--- src/gpio_cfg_pkg.sv ---
package gpio_cfg_pkg;

   // ****************************************************************
   // Subregister indices selected through the index register
   // ****************************************************************
   localparam logic [7:0] IDX_NONE        = 8'h00;
   localparam logic [7:0] IDX_DIRECTION   = 8'h01;
   localparam logic [7:0] IDX_ALT_ENABLE  = 8'h02;
   localparam logic [7:0] IDX_OPEN_DRAIN  = 8'h03;
   localparam logic [7:0] IDX_HIGH_DRIVE  = 8'h04;
   localparam logic [7:0] IDX_WAKE_ENABLE = 8'h05;
   localparam logic [7:0] IDX_PULLUP      = 8'h06;
   localparam logic [7:0] IDX_ALT_SEL_LO  = 8'h07;
   localparam logic [7:0] IDX_ALT_SEL_HI  = 8'h08;

   // ****************************************************************
   // Reset values
   // ****************************************************************
   localparam logic [7:0] RST_INDEX        = 8'h00;
   localparam logic [7:0] RST_DIRECTION    = 8'hff;
   localparam logic [7:0] RST_ALT_ENABLE   = 8'h00;
   localparam logic [7:0] RST_ALT_ENABLE_D = 8'h01;
   localparam logic [7:0] RST_OPEN_DRAIN   = 8'h00;
   localparam logic [7:0] RST_HIGH_DRIVE   = 8'h00;
   localparam logic [7:0] RST_WAKE_ENABLE  = 8'h00;
   localparam logic [7:0] RST_PULLUP       = 8'h00;
   localparam logic [7:0] RST_ALT_SEL      = 8'h00;

   // ****************************************************************
   // Carriers
   // ****************************************************************
   typedef struct packed {
      logic       wr;
      logic       rd;
      logic [7:0] wdata;
   } reg_access_t;

   // Per pin, what a peripheral offers for each of its four functions.
   typedef struct packed {
      logic [3:0] out;
      logic [3:0] oe;
   } alt_drive_t;

   typedef struct packed {
      logic out;
      logic oe;
      logic high_drive;
      logic pullup_en;
   } pad_ctrl_t;

endpackage

--- src/gpio_pin_ctrl.sv ---
`timescale 1ns/1ps
module gpio_pin_ctrl (
   input  wire logic                    port_out,
   input  wire logic                    direction,
   input  wire logic                    alt_enable,
   input  wire logic                    sel_lo,
   input  wire logic                    sel_hi,
   input  wire logic                    open_drain,
   input  wire logic                    high_drive,
   input  wire logic                    pullup_en,
   input  wire gpio_cfg_pkg::alt_drive_t alt,
   output wire gpio_cfg_pkg::pad_ctrl_t pad
);

   wire logic [1:0] alt_sel;
   wire logic       src_out;
   wire logic       src_oe;

   assign alt_sel = {sel_hi, sel_lo};
   assign src_out = alt_enable ? alt.out[alt_sel] : port_out;
   // Port mode drives only when the direction bit is zero.
   assign src_oe  = alt_enable ? alt.oe[alt_sel] : ~direction;

   // Open drain drops the high-side drive, so a one leaves the pin floating.
   assign pad.out        = src_out;
   assign pad.oe         = src_oe & ~(open_drain & src_out);
   assign pad.high_drive = high_drive;
   assign pad.pullup_en  = pullup_en;

endmodule

--- src/gpio_pin_function_drive_config.sv ---
// Functional notes
// - Index register selects subregister; 0, 9+ none.
// - Direction 0 drives output, 1 tristates, samples.
// - Index two reaches alternate-function enable.
// - Enable clear: plain port I/O by direction.
// - Enable set: peripheral controls pin, overriding direction.
// - Four functions chosen by two select bits.
// - Enable resets zero, port D resets one.
// - Index three reaches open-drain control.
// - Open-drain bit set disables high-side driver.
// - Open-drain bit clear keeps driver enabled.
// - Open-drain applies to alternate-function pins too.
// - Index four reaches high-drive enable.
// - High-drive bit selects pad drive strength.
// - High drive applies to alternate-function pins too.
`timescale 1ns/1ps
module gpio_pin_function_drive_config #(
   parameter int         PINS         = 8,
   parameter logic [7:0] ALT_EN_RESET = gpio_cfg_pkg::RST_ALT_ENABLE
) (
   input  wire logic                        clock,
   input  wire logic                        rst_n,
   input  wire logic                        index_wr,
   input  wire logic                        index_rd,
   input  wire gpio_cfg_pkg::reg_access_t   data_acc,
   input  wire logic [PINS-1:0]             out_data,
   input  wire logic [PINS-1:0]             pin_in,
   input  wire gpio_cfg_pkg::alt_drive_t [PINS-1:0] alt_drive,
   output logic [7:0]                       rdata,
   output logic [PINS-1:0]                  in_data,
   output logic [PINS-1:0]                  pin_out,
   output logic [PINS-1:0]                  pin_oe,
   output logic [PINS-1:0]                  pin_high_drive,
   output logic [PINS-1:0]                  pin_pullup
);

   // ****************************************************************
   // Configuration storage
   // ****************************************************************
   logic [7:0]      port_subregister_index_ff;
   logic [PINS-1:0] pin_direction_bit_ff;
   logic [PINS-1:0] alt_func_enable_bits_ff;
   logic [PINS-1:0] open_drain_bits_ff;
   logic [PINS-1:0] high_drive_bits_ff;
   logic [PINS-1:0] wake_enable_ff;
   logic [PINS-1:0] pullup_bits_ff;
   logic [PINS-1:0] alt_func_select_low_ff;
   logic [PINS-1:0] alt_func_select_high_ff;
   logic [7:0]      rdata_ff;
   logic [PINS-1:0] in_data_ff;
   logic [PINS-1:0] pin_out_ff;
   logic [PINS-1:0] pin_oe_ff;
   logic [PINS-1:0] pin_hd_ff;
   logic [PINS-1:0] pin_pu_ff;

   // ****************************************************************
   // Subregister decode
   // ****************************************************************
   wire logic [7:0] idx;
   wire logic       sel_dir;
   wire logic       sel_af;
   wire logic       sel_oc;
   wire logic       sel_hd;
   wire logic       sel_wk;
   wire logic       sel_pu;
   wire logic       sel_s1;
   wire logic       sel_s2;
   wire logic [PINS-1:0] wbits;
   logic [7:0]      nxt_rdata;

   assign idx     = port_subregister_index_ff;
   // Index zero and anything above eight match no select, so writes are dropped.
   assign sel_dir = idx == gpio_cfg_pkg::IDX_DIRECTION;
   assign sel_af  = idx == gpio_cfg_pkg::IDX_ALT_ENABLE;
   assign sel_oc  = idx == gpio_cfg_pkg::IDX_OPEN_DRAIN;
   assign sel_hd  = idx == gpio_cfg_pkg::IDX_HIGH_DRIVE;
   assign sel_wk  = idx == gpio_cfg_pkg::IDX_WAKE_ENABLE;
   assign sel_pu  = idx == gpio_cfg_pkg::IDX_PULLUP;
   assign sel_s1  = idx == gpio_cfg_pkg::IDX_ALT_SEL_LO;
   assign sel_s2  = idx == gpio_cfg_pkg::IDX_ALT_SEL_HI;
   assign wbits   = data_acc.wdata[PINS-1:0];

   always_comb begin
      nxt_rdata = 8'h00;
      if (index_rd) begin
         nxt_rdata = idx;
      end else if (data_acc.rd) begin
         case (idx)
            gpio_cfg_pkg::IDX_DIRECTION:   nxt_rdata[PINS-1:0] = pin_direction_bit_ff;
            gpio_cfg_pkg::IDX_ALT_ENABLE:  nxt_rdata[PINS-1:0] = alt_func_enable_bits_ff;
            gpio_cfg_pkg::IDX_OPEN_DRAIN:  nxt_rdata[PINS-1:0] = open_drain_bits_ff;
            gpio_cfg_pkg::IDX_HIGH_DRIVE:  nxt_rdata[PINS-1:0] = high_drive_bits_ff;
            gpio_cfg_pkg::IDX_WAKE_ENABLE: nxt_rdata[PINS-1:0] = wake_enable_ff;
            gpio_cfg_pkg::IDX_PULLUP:      nxt_rdata[PINS-1:0] = pullup_bits_ff;
            gpio_cfg_pkg::IDX_ALT_SEL_LO:  nxt_rdata[PINS-1:0] = alt_func_select_low_ff;
            gpio_cfg_pkg::IDX_ALT_SEL_HI:  nxt_rdata[PINS-1:0] = alt_func_select_high_ff;
            default:                       nxt_rdata = 8'h00;
         endcase
      end
   end

   // ****************************************************************
   // Register writes
   // ****************************************************************
   always_ff @(posedge clock or negedge rst_n) begin
      if (!rst_n) begin
         port_subregister_index_ff <= gpio_cfg_pkg::RST_INDEX;
      end else if (index_wr) begin
         port_subregister_index_ff <= data_acc.wdata;
      end
   end

   // One short block per subregister, so a write can only touch the one selected.
   always_ff @(posedge clock or negedge rst_n) begin
      if (!rst_n) begin
         pin_direction_bit_ff <= PINS'(gpio_cfg_pkg::RST_DIRECTION);
      end else if (data_acc.wr && sel_dir) begin
         pin_direction_bit_ff <= wbits;
      end
   end

   always_ff @(posedge clock or negedge rst_n) begin
      if (!rst_n) begin
         alt_func_enable_bits_ff <= PINS'(ALT_EN_RESET);
      end else if (data_acc.wr && sel_af) begin
         alt_func_enable_bits_ff <= wbits;
      end
   end

   always_ff @(posedge clock or negedge rst_n) begin
      if (!rst_n) begin
         open_drain_bits_ff <= PINS'(gpio_cfg_pkg::RST_OPEN_DRAIN);
      end else if (data_acc.wr && sel_oc) begin
         open_drain_bits_ff <= wbits;
      end
   end

   always_ff @(posedge clock or negedge rst_n) begin
      if (!rst_n) begin
         high_drive_bits_ff <= PINS'(gpio_cfg_pkg::RST_HIGH_DRIVE);
      end else if (data_acc.wr && sel_hd) begin
         high_drive_bits_ff <= wbits;
      end
   end

   always_ff @(posedge clock or negedge rst_n) begin
      if (!rst_n) begin
         wake_enable_ff <= PINS'(gpio_cfg_pkg::RST_WAKE_ENABLE);
      end else if (data_acc.wr && sel_wk) begin
         wake_enable_ff <= wbits;
      end
   end

   always_ff @(posedge clock or negedge rst_n) begin
      if (!rst_n) begin
         pullup_bits_ff <= PINS'(gpio_cfg_pkg::RST_PULLUP);
      end else if (data_acc.wr && sel_pu) begin
         pullup_bits_ff <= wbits;
      end
   end

   always_ff @(posedge clock or negedge rst_n) begin
      if (!rst_n) begin
         alt_func_select_low_ff <= PINS'(gpio_cfg_pkg::RST_ALT_SEL);
      end else if (data_acc.wr && sel_s1) begin
         alt_func_select_low_ff <= wbits;
      end
   end

   always_ff @(posedge clock or negedge rst_n) begin
      if (!rst_n) begin
         alt_func_select_high_ff <= PINS'(gpio_cfg_pkg::RST_ALT_SEL);
      end else if (data_acc.wr && sel_s2) begin
         alt_func_select_high_ff <= wbits;
      end
   end

   // ****************************************************************
   // Per-pin pad control
   // ****************************************************************
   wire gpio_cfg_pkg::pad_ctrl_t [PINS-1:0] pad;

   for (genvar p = 0; p < PINS; p++) begin : g_pin
      gpio_pin_ctrl u_pin (
         .port_out   (out_data[p]),
         .direction  (pin_direction_bit_ff[p]),
         .alt_enable (alt_func_enable_bits_ff[p]),
         .sel_lo     (alt_func_select_low_ff[p]),
         .sel_hi     (alt_func_select_high_ff[p]),
         .open_drain (open_drain_bits_ff[p]),
         .high_drive (high_drive_bits_ff[p]),
         .pullup_en  (pullup_bits_ff[p]),
         .alt        (alt_drive[p]),
         .pad        (pad[p])
      );
   end

   // ****************************************************************
   // Output flops
   // ****************************************************************
   // Pad controls are registered, so a config write reaches the pin one cycle later.
   always_ff @(posedge clock or negedge rst_n) begin
      if (!rst_n) begin
         rdata_ff   <= 8'h00;
         in_data_ff <= '0;
         pin_out_ff <= '0;
         pin_oe_ff  <= '0;
         pin_hd_ff  <= '0;
         pin_pu_ff  <= '0;
      end else begin
         rdata_ff <= nxt_rdata;
         // Inputs sample every cycle; an output pin reads back its own level.
         in_data_ff <= pin_in;
         for (int i = 0; i < PINS; i++) begin
            pin_out_ff[i] <= pad[i].out;
            pin_oe_ff[i]  <= pad[i].oe;
            pin_hd_ff[i]  <= pad[i].high_drive;
            pin_pu_ff[i]  <= pad[i].pullup_en;
         end
      end
   end

   assign rdata          = rdata_ff;
   assign in_data        = in_data_ff;
   assign pin_out        = pin_out_ff;
   assign pin_oe         = pin_oe_ff;
   assign pin_high_drive = pin_hd_ff;
   assign pin_pullup     = pin_pu_ff;

endmodule

--- config.mk ---
export PLATFORM = sky130hd
export DESIGN_NAME = gpio_pin_function_drive_config
export DESIGN_NICKNAME = d
export VERILOG_FILES = /design/src/gpio_cfg_pkg.sv /design/src/gpio_pin_ctrl.sv /design/src/gpio_pin_function_drive_config.sv
export SDC_FILE = /design/constraint.sdc
export NUM_CORES = 1
export LEC_CHECK = 0
export ABC_AREA = 0
export BUFFER_PORTS_ARGS = -buffer_cell sky130_fd_sc_hd__buf_2
export CORE_MARGIN = 4
export CORE_UTILIZATION = 50
export CTS_BUF_LIST = sky130_fd_sc_hd__clkbuf_4
export CTS_CLUSTER_DIAMETER = 100
export DETAILED_ROUTE_END_ITERATION = 6
export PLACE_DENSITY = 0.81
export SYNTH_ARGS = -nofsm -noshare
export SYNTH_HDL_FRONTEND = slang
export SYNTH_SLANG_ARGS = --single-unit
--- constraint.sdc ---
create_clock -name clock -period 2.12 [get_ports clock]
set_clock_uncertainty 0.1 [all_clocks]
set_input_delay 0 -clock clock [delete_from_list [all_inputs] [get_ports clock]]
set_output_delay 0 -clock clock [all_outputs]
set_load 0.05 [all_outputs]
==> results_dict.tcl <==
set metrics [dict create \
    via_per_inst 5.41 \
    root_buffer "clkbuf_4" \
    end_kind "register" \
    period_share_pct 95.9 \
    place_ws_ns -0.0520 \
    antenna_found_initial 0 \
    drive_gt1_share_pct 53.1 \
    wl_per_cell_um 19.6 \
    hold_violations 0 \
    synthesis.area_um2 5260 \
    synthCells 346 \
    placedCellCount 636 \
    drv_cap 0 \
    slowest_delay_ns 0.51 \
    syn-num-nets 440 \
    fin_cells 757 \
    initial_core_util_pct 51.2 \
    dieArea_um2 12200 \
    num-fill-cells 692 \
    fin_crit_ns 2.03 \
    nets 702 \
    num_rows 37 \
    areaGrowthSynthToFinish_pct 42.7 \
    dp_hpwl_mm 9.49 \
    cts_sinks 120 \
    power.switching_mw 1.85 \
    drv_slew 0 \
    syn_avg_cell_area_um2 15.2 \
    wl_mm 14.8 \
    grt_first_pass_wirelength_mm 23.8 \
    p_sw_share_pct 31.9 \
    worstPathRequired_ns 2.43 \
    core_area_um2 10300 \
    peakVddDrop_uv 655 \
    place_congestion 0.909 \
    port_buffers 141 \
    p_clk_share_pct 29.9 \
    tightest_slew_ns 0.474 \
    maxSlewHeadroom_pct 68.4 \
    setup_violations 0 \
    rr_worst_depth 4 \
    drt_iter0_markers 222 \
    cts.htree.levels 4 \
    combPwrFrac_pct 23.0 \
    ys_ff_latch 120 \
    powerDensity_nw_per_um2 774 \
    clk_latency_ns 0.52 \
    track_usage_pct 24.9 \
    placed_cell_area_um2 6280 \
    cts_tree "built" \
    path_cells "nor4_4, nand2_1, or3_4, mux2_4" \
    clk_path_buf_depth 2 \
    diodes 0 \
    finish.instance_area_um2 7500 \
    grt_max_degree 48 \
    dr_total_vias 4097 \
    fmax_mhz 492 \
    p_leak_nw 3.55 \
    clk_pin_slew_worst_paths_ns 0.11 \
    die-width_um 111 \
    drc 0 \
    num_io_pins 142 \
    grt_pass1_vias 4419 \
    rsz0062_at_grt "no" \
    critPathArrivalTime_ns 2.34 \
    die_y_um 111 \
    yosysWarnings 0 \
    seq_power_share_pct 47.1 \
    status "finished, final reports clean" \
    drtPass1Iterations 5 \
    path_class "register to register" \
    ys_types 34 \
    cp_slowest_cell "or3_4" \
    power.internal_mw 3.95 \
    min_path_type "primary input to register" \
    path_max_fanout 8 \
    post-route-util_pct 73.0 \
    cp-start-kind "register" \
    gr-total-overflow 0 \
    fin_ws_ns 0.0867 \
    seq_area_frac_synth_pct 57.3 \
    setup_tns_ns 0 \
    ant_nets 0 \
    cts_made_buffers 17 \
    hold_path_depth 3 \
]
==> final cells by class <==
type / count / area (µm²) / area share (%)
clock inverters: 15 / 179 / 2.39
inverters: 1 / 3.75 / 0.0500
flip-flops and latches: 120 / 3010 / 40.2
repair buffers: 258 / 1830 / 24.4
multi-input cells: 210 / 2180 / 29.0
well taps: 136 / 170 / 2.27
clock buffers: 17 / 128 / 1.70
==> stage by stage <==
step / hold WS (ns) / total power, mW
6_report: 0.160 / 5.80
5_1_grt: 0.141 / 6.05
4_1_cts: 0.122 / 5.80
3_5_place_dp: -0.0585 / 3.94
3_3_place_gp: -0.0648 / 3.91
2_1_floorplan: -0.396 / 3.51
==> synthesized netlist by cell type <==
cell type	count	area share [%]
dfrtp_1	112	53
mux2_2	70	15
mux4_2	24	10
a21oi_1	16	1.5
mux2_4	16	4.6
nand3_1	16	1.5
nand2_1	13	0.93
nor2_1	9	0.64
o21ai_0	9	0.86
dfstp_2	8	4.0
a22oi_1	7	1.0
o211a_1	7	1.3
buf_2	5	0.48
nor2b_1	5	0.59
clkbuf_1	4	0.29
buf_1	3	0.21
buf_4	3	0.43
nand4_1	2	0.24
nor3_2	2	0.38
a211oi_1	1	0.14
a22o_1	1	0.17
and2_1	1	0.12
and4b_1	1	0.19
inv_1	1	0.071
mux2i_1	1	0.19
nand2b_1	1	0.12
nand4b_1	1	0.17
nor3_1	1	0.095
nor3b_1	1	0.14
nor4_4	1	0.40
nor4b_1	1	0.17
or3_1	1	0.12
or3b_1	1	0.17
xnor2_1	1	0.17
==> worst max-delay path, delay by kind of cell (launching register included) <==
family	cells	cell delay, ns
mux	1	0.33
flops	1	0.44
simple gates	3	1.05
==> layout by cell type, fill, tap and decap left out, types with 8 or more instances in the layout <==
cell / instances
dfrtp_1: 111
nand2_1: 13
buf_4: 30
buf_2: 140
a21oi_1: 15
nand3_1: 16
dfstp_2: 8
mux2_4: 16
nor2_1: 9
dlygate4sd3_1: 85
mux2_2: 70
clkbuf_4: 17
o21ai_0: 9
mux4_2: 24
==> state kept, by name, summed over array words and instances (netlist names) <==
name                     flops
alt_func_enable_bits_ff      8
pin_oe                       8
pin_out                      8
high_drive_bits_ff           8
alt_func_select_high_ff      8
idx                          8
pin_high_drive               8
pullup_bits_ff               8
rdata                        8
open_drain_bits_ff           8
pin_direction_bit_ff         8
in_data                      8
wake_enable_ff               8
pin_pullup                   8
alt_func_select_low_ff       8
==> per-layer routing <==
metal  global-route usage (%)  share of wire, %  vias to the layer above
met2                     45.2                55                      149
li1                         -                 -                     1834
met5                        0                 0                        -
met4                     7.06               1.8                        0
met1                     29.1                38                     2087
met3                     6.47               5.7                       27
==> power by group through the flow <==
stage                     Clock, mW  Combinational (mW)  Sequential [mW]
after global routing           1.87                1.42             2.76
final                          1.73                1.33             2.73
after global placement            0                1.14             2.76
after CTS                      1.76                1.32             2.73
after detailed placement          0                1.17             2.77
after floorplan                   0               0.428             3.08
==> path summary, 6_finish.rpt <==
check	to	slack [ns]	startpoint
max reg2reg	alt_func_select_low_ff[7]$_DFFE_PN0P_	0.09	idx[7]$_DFFE_PN0P_
min reg2reg	pin_pullup[7]$_DFF_PN0_	0.31	pullup_bits_ff[7]$_DFFE_PN0P_
max	alt_func_select_low_ff[7]$_DFFE_PN0P_	0.09	idx[7]$_DFFE_PN0P_
max in group asynchronous	pin_direction_bit_ff[1]$_DFFE_PN1P_	1.09	rst_n
min	pin_out[4]$_DFF_PN0_	0.16	out_data[4]
min in group asynchronous	pin_direction_bit_ff[2]$_DFFE_PN1P_	0.51	rst_n
==> cell families (layout without fill, tap and decap cells) <==
logic type                after synthesis  after routing  synth area share [%]
DFF                                   120            120                  57.3
muxes                                 111            111                  30.0
and+or+nand+nor                        57             57                  6.00
AOI/OAI and AO/OA                      41             41                  5.02
buffers and inverters                  16            291                  1.48
xor gates and xnor gates                1              1                 0.167
==> repair_timing <==
| action | CTS | global route |
|---|---|---|
| pin swaps | 0 | 1 |
| setup endpoints to repair | 16 | 17 |
| cloned | 0 | 0 |
| hold buffers | 86 | 0 |
| buffers inserted | 0 | 3 |
| gates resized for setup | 2 | 3 |
| endpoints found under the hold margin | 218 | 0 |
Power figures use the tool's default switching activity.
